$ cat src/inc/cpc_pkg.sv
// Package with constants and types for the charger pin control logic
package cpc_pkg;

  // Clock and timing
  localparam int CLK_FREQ_HZ = 100_000_000;
  localparam int BLINK_RATE_HZ = 1;
  localparam int INT_PULSE_US = 256;
  localparam int BLINK_HALF_CYCLES = CLK_FREQ_HZ / (2 * BLINK_RATE_HZ);
  localparam int INT_PULSE_CYCLES = (INT_PULSE_US * (CLK_FREQ_HZ / 1_000_000));

  // Counter widths sized for the documented figures
  localparam int BLINK_CNT_W = 26;
  localparam int INT_CNT_W = 15;

  // Configuration field codes of the power-on configuration register bits [5:4]
  localparam logic [1:0] CFG_CHARGE = 2'h1;
  localparam logic [1:0] CFG_BOOST = 2'h2;
  localparam int CFG_FIELD_LSB = 4;
  localparam int INPUT_CURRENT_LIMIT_PIN_FIELD_LSB = 0;

  // Input current limit codes, ordered so a smaller code is a smaller limit
  localparam int INPUT_CURRENT_LIMIT_PIN_CODE_W = 3;
  localparam logic [2:0] INPUT_CURRENT_LIMIT_PIN_100MA = 3'h0;
  localparam logic [2:0] INPUT_CURRENT_LIMIT_PIN_150MA = 3'h1;
  localparam logic [2:0] INPUT_CURRENT_LIMIT_PIN_500MA = 3'h2;
  localparam logic [2:0] INPUT_CURRENT_LIMIT_PIN_900MA = 3'h3;
  localparam logic [2:0] INPUT_CURRENT_LIMIT_PIN_1200MA = 3'h4;
  localparam logic [2:0] INPUT_CURRENT_LIMIT_PIN_1500MA = 3'h5;
  localparam logic [2:0] INPUT_CURRENT_LIMIT_PIN_2000MA = 3'h6;
  localparam logic [2:0] INPUT_CURRENT_LIMIT_PIN_3000MA = 3'h7;
  localparam logic [2:0] INPUT_CURRENT_LIMIT_PIN_RESET = INPUT_CURRENT_LIMIT_PIN_100MA;

  // Charge status state, one-hot
  typedef enum logic [3:0] {
    CHG_IDLE = 4'h1,
    CHG_ACTIVE = 4'h2,
    CHG_DONE = 4'h4,
    CHG_FAULT = 4'h8
  } cpc_chg_e;

  typedef struct packed {
    cpc_chg_e state;
    logic [BLINK_CNT_W-1:0] blink_cnt;
    logic blink_level;
    logic [INT_CNT_W-1:0] int_cnt;
    logic usb_src;
    logic pg_oe;
    logic stat_oe;
    logic int_oe;
    logic boost;
    logic chg_en;
    logic suspend;
    logic [INPUT_CURRENT_LIMIT_PIN_CODE_W-1:0] input_current_limit_pin_code;
  } cpc_state_s;

  localparam cpc_state_s STATE_RESET = '{
    state: CHG_IDLE,
    blink_cnt: '0,
    blink_level: 1'b0,
    int_cnt: '0,
    usb_src: 1'b0,
    pg_oe: 1'b0,
    stat_oe: 1'b0,
    int_oe: 1'b0,
    boost: 1'b0,
    chg_en: 1'b0,
    suspend: 1'b0,
    input_current_limit_pin_code: INPUT_CURRENT_LIMIT_PIN_RESET
  };

endpackage

$ cat src/core/cpc_charger_pin_ctrl.sv
// Pin level control and status logic of a single-cell charger
`timescale 1ns/100ps

module cpc_charger_pin_ctrl #(
  parameter int BLINK_HALF_CYCLES = cpc_pkg::BLINK_HALF_CYCLES,
  parameter int INT_PULSE_CYCLES = cpc_pkg::INT_PULSE_CYCLES
) (
  input wire logic clk_sys,
  input wire logic sys_rst,
  input wire logic source_select,
  input wire logic usb_limit_boost_enable,
  input wire logic charge_enable_n,
  input wire logic vin_above_lockout,
  input wire logic vin_below_overvoltage,
  input wire logic vin_above_sleep,
  input wire logic limit_above_30ma,
  input wire logic [1:0] power_on_config_field,
  input wire logic [2:0] input_source_limit_field,
  input wire logic [2:0] input_current_limit_pin,
  input wire logic thermistor_sense_a_ok,
  input wire logic thermistor_sense_b_ok,
  input wire logic charge_done,
  input wire logic [3:0] fault_flags,
  output logic usb_source,
  output logic input_power_good_n_o,
  output logic input_power_good_n_oe,
  output logic charge_status_o,
  output logic charge_status_oe,
  output logic interrupt_n_o,
  output logic interrupt_n_oe,
  output logic boost_mode,
  output logic charge_enable,
  output logic charge_suspended,
  output logic [2:0] input_current_limit
);

  cpc_pkg::cpc_state_s r_reg;
  cpc_pkg::cpc_state_s r_next;

  logic input_good;
  logic temp_ok;
  logic charge_req;
  logic fault_any;
  logic status_event;
  logic [2:0] usb_code;
  logic [2:0] lim_code;

  always_comb begin
    r_next = r_reg;
    input_good = vin_above_lockout & vin_below_overvoltage & vin_above_sleep & limit_above_30ma;
    temp_ok = thermistor_sense_a_ok & thermistor_sense_b_ok;
    fault_any = |fault_flags;

    // High selects a USB host, low an adapter
    r_next.usb_src = source_select;

    // Open-drain power-good: enable drives the pin low
    r_next.pg_oe = input_good;

    r_next.boost = (power_on_config_field == cpc_pkg::CFG_BOOST) && usb_limit_boost_enable;

    r_next.suspend = ~temp_ok;
    charge_req = (power_on_config_field == cpc_pkg::CFG_CHARGE) && !charge_enable_n;
    r_next.chg_en = charge_req && temp_ok;

    // Smaller code is a smaller current, so a compare picks the lower limit
    lim_code = input_current_limit_pin;
    if (input_source_limit_field < lim_code) begin
      lim_code = input_source_limit_field;
    end
    usb_code = usb_limit_boost_enable ? cpc_pkg::INPUT_CURRENT_LIMIT_PIN_500MA : cpc_pkg::INPUT_CURRENT_LIMIT_PIN_100MA;
    if (source_select && !r_next.boost && (usb_code < lim_code)) begin
      lim_code = usb_code;
    end
    r_next.input_current_limit_pin_code = lim_code;

    // Charge status state
    if (fault_any) begin
      r_next.state = cpc_pkg::CHG_FAULT;
    end else if (!r_next.chg_en) begin
      r_next.state = cpc_pkg::CHG_IDLE;
    end else if (charge_done) begin
      r_next.state = cpc_pkg::CHG_DONE;
    end else begin
      r_next.state = cpc_pkg::CHG_ACTIVE;
    end

    // Blink timer: first half period drives low so a new fault shows at once
    if (r_next.state == cpc_pkg::CHG_FAULT) begin
      if (r_reg.state != cpc_pkg::CHG_FAULT) begin
        r_next.blink_cnt = '0;
        r_next.blink_level = 1'b1;
      end else if (r_reg.blink_cnt == cpc_pkg::BLINK_CNT_W'(BLINK_HALF_CYCLES - 1)) begin
        r_next.blink_cnt = '0;
        r_next.blink_level = ~r_reg.blink_level;
      end else begin
        r_next.blink_cnt = r_reg.blink_cnt + cpc_pkg::BLINK_CNT_W'(1);
      end
    end else begin
      r_next.blink_cnt = '0;
      r_next.blink_level = 1'b0;
    end

    // Fault blink wins over the charging level
    unique case (r_next.state)
      cpc_pkg::CHG_FAULT: r_next.stat_oe = r_next.blink_level;
      cpc_pkg::CHG_ACTIVE: r_next.stat_oe = 1'b1;
      cpc_pkg::CHG_IDLE: r_next.stat_oe = 1'b0;
      cpc_pkg::CHG_DONE: r_next.stat_oe = 1'b0;
    endcase

    // Any change of charge state or power-good is reported
    status_event = (r_next.state != r_reg.state) || (r_next.pg_oe != r_reg.pg_oe);

    // Events inside a running pulse merge into it; the host rereads status anyway
    if (r_reg.int_oe) begin
      if (r_reg.int_cnt == cpc_pkg::INT_CNT_W'(INT_PULSE_CYCLES - 1)) begin
        r_next.int_oe = 1'b0;
        r_next.int_cnt = '0;
      end else begin
        r_next.int_cnt = r_reg.int_cnt + cpc_pkg::INT_CNT_W'(1);
      end
    end else if (status_event) begin
      r_next.int_oe = 1'b1;
      r_next.int_cnt = '0;
    end
  end

  always_ff @(posedge clk_sys) begin
    if (sys_rst) begin
      r_reg <= cpc_pkg::STATE_RESET;
    end else begin
      r_reg <= r_next;
    end
  end

  // Open-drain pins only ever pull low, so the data value stays zero
  logic pg_o_reg;
  logic stat_o_reg;
  logic int_o_reg;

  always_ff @(posedge clk_sys) begin
    pg_o_reg <= 1'b0;
    stat_o_reg <= 1'b0;
    int_o_reg <= 1'b0;
  end

  assign usb_source = r_reg.usb_src;
  assign input_power_good_n_o = pg_o_reg;
  assign input_power_good_n_oe = r_reg.pg_oe;
  assign charge_status_o = stat_o_reg;
  assign charge_status_oe = r_reg.stat_oe;
  assign interrupt_n_o = int_o_reg;
  assign interrupt_n_oe = r_reg.int_oe;
  assign boost_mode = r_reg.boost;
  assign charge_enable = r_reg.chg_en;
  assign charge_suspended = r_reg.suspend;
  assign input_current_limit = r_reg.input_current_limit_pin_code;
endmodule

$ cat config.mk
export PLATFORM = sky130hd
export DESIGN_NAME = cpc_charger_pin_ctrl
export DESIGN_NICKNAME = d
export VERILOG_FILES = /design/src/inc/cpc_pkg.sv /design/src/core/cpc_charger_pin_ctrl.sv
export SDC_FILE = /design/constraint.sdc
export NUM_CORES = 1
export LEC_CHECK = 0
export ABC_CLOCK_PERIOD_IN_PS = 2900
export BUFFER_PORTS_ARGS = -buffer_cell sky130_fd_sc_hd__buf_4
export CAP_MARGIN = 20
export CORE_MARGIN = 8
export CORE_UTILIZATION = 45
export CTS_BUF_LIST = sky130_fd_sc_hd__clkbuf_8
export DETAILED_ROUTE_END_ITERATION = 10
export GPL_ROUTABILITY_DRIVEN = 0
export HOLD_SLACK_MARGIN = 0.06
export PLACE_DENSITY = 0.69
export SLEW_MARGIN = 20
export SYNTH_ARGS = -nofsm -noshare
export SYNTH_HDL_FRONTEND = slang
export SYNTH_SLANG_ARGS = --single-unit
$ cat constraint.sdc
create_clock -name clk_sys -period 2.9 [get_ports clk_sys]
set_input_delay 0.58 -clock clk_sys [delete_from_list [all_inputs] [get_ports clk_sys]]
set_output_delay 0.58 -clock clk_sys [all_outputs]
set_load 0.05 [all_outputs]
# --- After elaboration in Yosys (flattened, before gate mapping) ---
# Index checks and enable logic that the tools add are counted.
op_classes:
  eq_ne: 11
  bitwise: 7
  n_lt_le_gt_ge: 2
  muxes: 16
  n_reduce_logical: 12
  addsub: 2
ops:
  columns: ["operator", "count"]
  rows:
  - ["15-bit 2-to-1 mux", 3]
  - ["26-bit by 1-bit adder with 26-bit output, second input constant", 1]
  - ["26-bit equality test, second input constant", 1]
  - ["15-bit by 1-bit adder with 15-bit output, second input constant", 1]
  - ["15-bit equality test, second input constant", 1]
  - ["3-bit 2-to-1 mux", 4]
  - ["4-bit OR reduction", 2]
  - ["1-bit 2-to-1 mux", 6]
  - ["1-bit logical AND", 5]
  - ["1-bit bitwise AND", 4]
  - ["4-bit by 1-bit equality test with 1-bit output, second input constant", 1]
  - ["4-bit by 2-bit equality test with 1-bit output, second input constant", 1]
  - ["4-bit by 3-bit equality test with 1-bit output, second input constant", 1]
  - ["4-bit equality test, second input constant", 1]
  - ["4-bit 2-to-1 mux", 1]
  - ["4-bit != test", 1]
  - ["4-bit != test, second input constant", 1]
  - ["2-bit by 3-bit less-than comparator with 1-bit output", 1]
  - ["3-bit less-than comparator", 1]
  - ["1-bit inverter", 3]
  - ["1-bit case mux with 3 select lines", 1]
  - ["2-bit by 1-bit equality test with 1-bit output, second input constant", 1]
  - ["2-bit equality test, second input constant", 1]
  - ["1-bit logical NOT", 2]
  - ["other kinds (5)", 5]
word_totals:
  elab_cells: 62
  output_inout_bits: 13
  register_bits: 56
  input_bits: 24

# --- Longest topological paths before layout ---
depth:
  ltp_word: 9
  depth_mapped: 10
  ltp_nobuf: 10

# --- Worst setup path before layout ---
# OpenSTA, ideal clock, no wires.
synth_timing:
  path_kind: "input to register"
  start: "in input_current_limit_pin[1]"
  end: "reg r_reg, in the netlist input_current_limit[1]"
  arrival_time_ns: 2.149
  slack_ns: 0.666
  required_ns: 2.814
  cell_stages: 10
  cell_sequence: "inv_1 > ha_1 > a21o_1 > a21oi_1 > mux2i_1 > ha_1 > nand2b_1 > and3_1 > and3b_1 > a211oi_1"
synth_via:
  elab_chain_len: 5
synth_rtl:
  columns: ["item", "line_no", "rtl"]
  rows:
  - ["start: declaration", "cpc_charger_pin_ctrl.sv:19", "input wire logic [2:0] input_current_limit_pin,"]
  - ["3-bit less-than comparator", "cpc_charger_pin_ctrl.sv:68", "if (input_source_limit_field < lim_code) begin"]
  - ["3-bit 2-to-1 mux *", "cpc_charger_pin_ctrl.sv:68", null]
  - ["2-bit by 3-bit less-than comparator with 1-bit output", "cpc_charger_pin_ctrl.sv:72", "if (source_select && !r_next.boost && (usb_code < lim_code)) begin"]
  - ["1-bit logical AND", "cpc_charger_pin_ctrl.sv:72", null]
  - ["3-bit 2-to-1 mux *", "cpc_charger_pin_ctrl.sv:72", null]
  - ["end signal: assignment", "cpc_charger_pin_ctrl.sv:131", "r_reg <= cpc_pkg::STATE_RESET;"]
  - ["end signal: assignment", "cpc_charger_pin_ctrl.sv:133", "r_reg <= r_next;"]
  - ["end: declaration", "cpc_charger_pin_ctrl.sv:37", "cpc_pkg::cpc_state_s r_reg;"]
# Mark *: on every way between the ends. The rest lies on a longest branch, timed or not.
# A chain may end at the register's enable or synchronous reset.

# --- Final worst setup path ---
layout_timing:
  start: "in input_source_limit_field[1]"
  end: "reg r_reg, in the netlist input_current_limit[1]"
layout_via:
  elab_chain_len: 5
layout_rtl:
  columns: ["item", "line_no", "rtl"]
  rows:
  - ["start: declaration", "cpc_charger_pin_ctrl.sv:18", "input wire logic [2:0] input_source_limit_field,"]
  - ["3-bit less-than comparator", "cpc_charger_pin_ctrl.sv:68", null]
  - ["3-bit 2-to-1 mux *", "cpc_charger_pin_ctrl.sv:68", null]
  - ["2-bit by 3-bit less-than comparator with 1-bit output", "cpc_charger_pin_ctrl.sv:72", null]
  - ["1-bit logical AND", "cpc_charger_pin_ctrl.sv:72", null]
  - ["3-bit 2-to-1 mux *", "cpc_charger_pin_ctrl.sv:72", null]
# Marks and branches as above.

==> results.md <==
* Number of flops mapped to enable cells by yosys at 0
* Row count at 28
* Total Wirelength at between 5000 and 6000 um
* H-tree levels at 2
* Tcrit/Tclk final at about 76%
* Antenna viol nets, final at 0
* CTS Buffer Depth at 2
* Hold endpoint: charge_suspended
* Measured slew at the worst slew-check pin at between 0.5 and 0.6 ns
* Vias in the first global route at 2139
* Critical Path RT at 3.11 ns
* Top post-synthesis cells by count: dfxtp_1 (56), nor2_1 (41), nand2_1 (24)
* Hold_buf cts at 0
* Detail Placement HPWL at 3981 um
* Hold Crit Class: primary input to flip-flop
* Worst vdd ir at 0.3010 mV
* Post-layout min period at 2.209 ns
* R2R Setup Slk at 0.89 ns
* Num CTS Buffers at 5
* Startpoint types: primary input
* Initial drt markers at 83
* Max reg flops at 46
* Cells after synthesis at 318
* Drt wl/cell at 12.72 um
* LEAKAGE at 1.200 nW
* Core ar. at 5956 um2
* Fin worst setup slack at ~0.7 ns
* Distinct cells, synth at 54
* R2r worst-path depth at 5
* Max-cap violations at 0
* Initial antenna violation count at 0
* Synth area leader: dfxtp_1
* DR vias at between 2000 and 2500
* Layout cell share with drive strength beyond 1 at 15.47%
* Die H at 94.50 um
* CTS sink count at 56
* End of the worst register-to-register path: r_reg[47]
* HP Start: thermistor_sense_b_ok
* Syn Area/Cell at about 8.7 um2
* Fill count at 579
* Root Buffer: clkbuf_8
* Slew headroom at 65.79%
* Clock slew at reported path FFs at about 0.09 ns
* Max Clk Rate at 452.7 MHz
* Nets at 379
* RSZ-0062 raised after global routing: no
* Outcome: finished clean
* Hold Path Depth at 2
* Seq cells post-synth at 56
* Max Transition Viols Final at 0
* Clock Skew at 0.009564 ns
* Area Growth Syn to Fin at 15.34%
* Setup CP Type: primary input to flip-flop
* Setup crit end kind: flip-flop
* Initial cell density of the core at 46.55%
* Sw Share at 22.28%
* Worst R2R Start: r_reg[35]
* # port buffers at 33
* GRT overflow at 0
* Most common cell in the netlist: dfxtp_1
* Final Hold Vio Count at 0
* Residual DRC at 0
* Via density per instance at about 5.4
* Proportion of netlist area held by the largest area contributor at 40.43%
* Setup violators final at 0
* Arrival time at the worst endpoint at 2.42 ns
* Seq pwr share at 51.8%
* Crit path max fanout at 4
* Switching pwr at 0.3404 mW
* Ant diodes at 0
* Setup TNS at 0 ns
* Largest net degree at the start of global routing at 26
* GRT Total Usage at 12.49%
* Post-CTS Resized at 0
* Dpl ws at roughly 0.38 ns
* Sequential share of the synthesized area at 40.43%
* Worst-Skew Late Latency at ~0.3 ns
* DRT Pass-1 Iters at 4
* CTS tree: built
* PwrDens at ~480 nW/um2
* Mapped Area at approximately 2800 um2
* Top cells by area, synth: dfxtp_1 (40%), nor2_1 (5.6%), xnor2_1 (4.7%)
* Num ports at 37
* Clock share of power at 37.6%
* Setup repair bufs after CTS at 0
* Main synth FF type: dfxtp_1
* Combinational Power Share at 10.6%
* Die width at 94.50 um
* First-pass GRT wire length at 9411 um
* Die area at 8929 um2
* Yosys warning total at 0
* Asr flop ratio synth at 0%
* Pint at 1.187 mW
## worst max-delay path: stages
cell      delay, ns
buf_4          0.12
ha_1           0.30
a21o_1         0.16
a21oi_1        0.17
mux2i_1        0.27
ha_1           0.19
nand2b_1       0.05
and3_1         0.21
and3b_1        0.17
a211oi_1       0.21
## kinds of logic (layout without fill, tap and decap cells)
logic type,Yosys count,in the layout,synth area share [%]
adder cells (fa/ha/maj),6,6,2.708
AO/OA/AOI/OAI,33,33,8.935
XOR/XNOR,27,27,8.529
AND/OR/NAND/NOR,164,164,32.85
buffers and inverters,26,55,4.603
multiplexers,5,5,1.805
other,1,3,0.1352
flip-flops,56,56,40.43
## how the worst max path moves through the flow
stage	cells after the start	startpoint	end	slack [ns]
3_3_place_gp	10	input_source_limit_field[1]	input_current_limit[1]	0.45
4_1_cts	10	input_source_limit_field[1]	input_current_limit[1]	0.70
3_5_place_dp	10	input_source_limit_field[1]	input_current_limit[1]	0.38
6_report	10	input_source_limit_field[1]	input_current_limit[1]	0.69
5_1_grt	10	input_source_limit_field[1]	input_current_limit[1]	0.57
2_1_floorplan	10	input_current_limit_pin[1]	input_current_limit[1]	0.67
## per-layer routing
| metal | wire (um) | track usage [%] |
|---|---|---|
| met4 | 46 | 3.381 |
| met3 | 307 | 3.651 |
| met1 | 2542 | 14.99 |
| met2 | 2499 | 21.21 |
| met5 | 0 | 0 |
## stage by stage
| step | instances | utilization [%] | area (um2) | hold WS [ns] | power (mW) |
|---|---|---|---|---|---|
| floorplan | 320 | - | 2780 | 0.4298 | 0.9173 |
| global placement | 417 | 51.53 | 3069 | 0.4460 | 0.9677 |
| detailed placement | 417 | 51.53 | 3069 | 0.4566 | 0.9706 |
| CTS | 424 | 53.70 | 3198 | 0.4502 | 1.550 |
| global route | 424 | 53.70 | 3198 | 0.4474 | 1.593 |
| finish | 424 | 53.70 | 3198 | 0.4595 | 1.528 |
## final cells by class
cell class / count / area [um2] / area share, %
multi-input cells: 238 / 1531 / 47.89
flip-flops and latches: 56 / 1121 / 35.05
repair buffers: 38 / 285.3 / 8.920
well taps: 75 / 93.84 / 2.934
clock buffers: 5 / 68.82 / 2.152
clock inverters: 2 / 60.06 / 1.878
inverters: 10 / 37.54 / 1.174
## power by group through the flow
stage               combinational [mW]  sequential (mW)  clock (mW)
detailed placement               0.162            0.809           0
global route                     0.176            0.793       0.624
global placement                 0.159            0.808           0
floorplan                       0.0933            0.824           0
CTS                              0.163            0.791       0.597
finish                           0.162            0.791       0.575
## placed cells by master, fill, tap and decap left out, types with 2 or more instances in the layout
cell / count
xor2_1: 12
nor3b_1: 3
a31oi_1: 2
and3_1: 12
nand3b_1: 2
a211oi_1: 2
nand2_1: 24
nor3_1: 11
and4_1: 6
bufinv_16: 2
nor2_1: 41
inv_1: 10
or4_1: 2
ha_1: 6
or3_1: 5
a32o_1: 4
o22ai_1: 3
xnor2_1: 15
a32oi_1: 2
a21o_1: 4
nor4_1: 6
mux2i_1: 5
buf_4: 38
nand3_2: 2
nand4_1: 13
and3b_1: 2
o21ai_0: 3
nand3_1: 17
a21oi_1: 5
clkbuf_8: 5
nand2b_1: 3
dfxtp_1: 56
conb_1: 3
nor2b_1: 4
No activity file was read; power rests on OpenSTA's default activity.
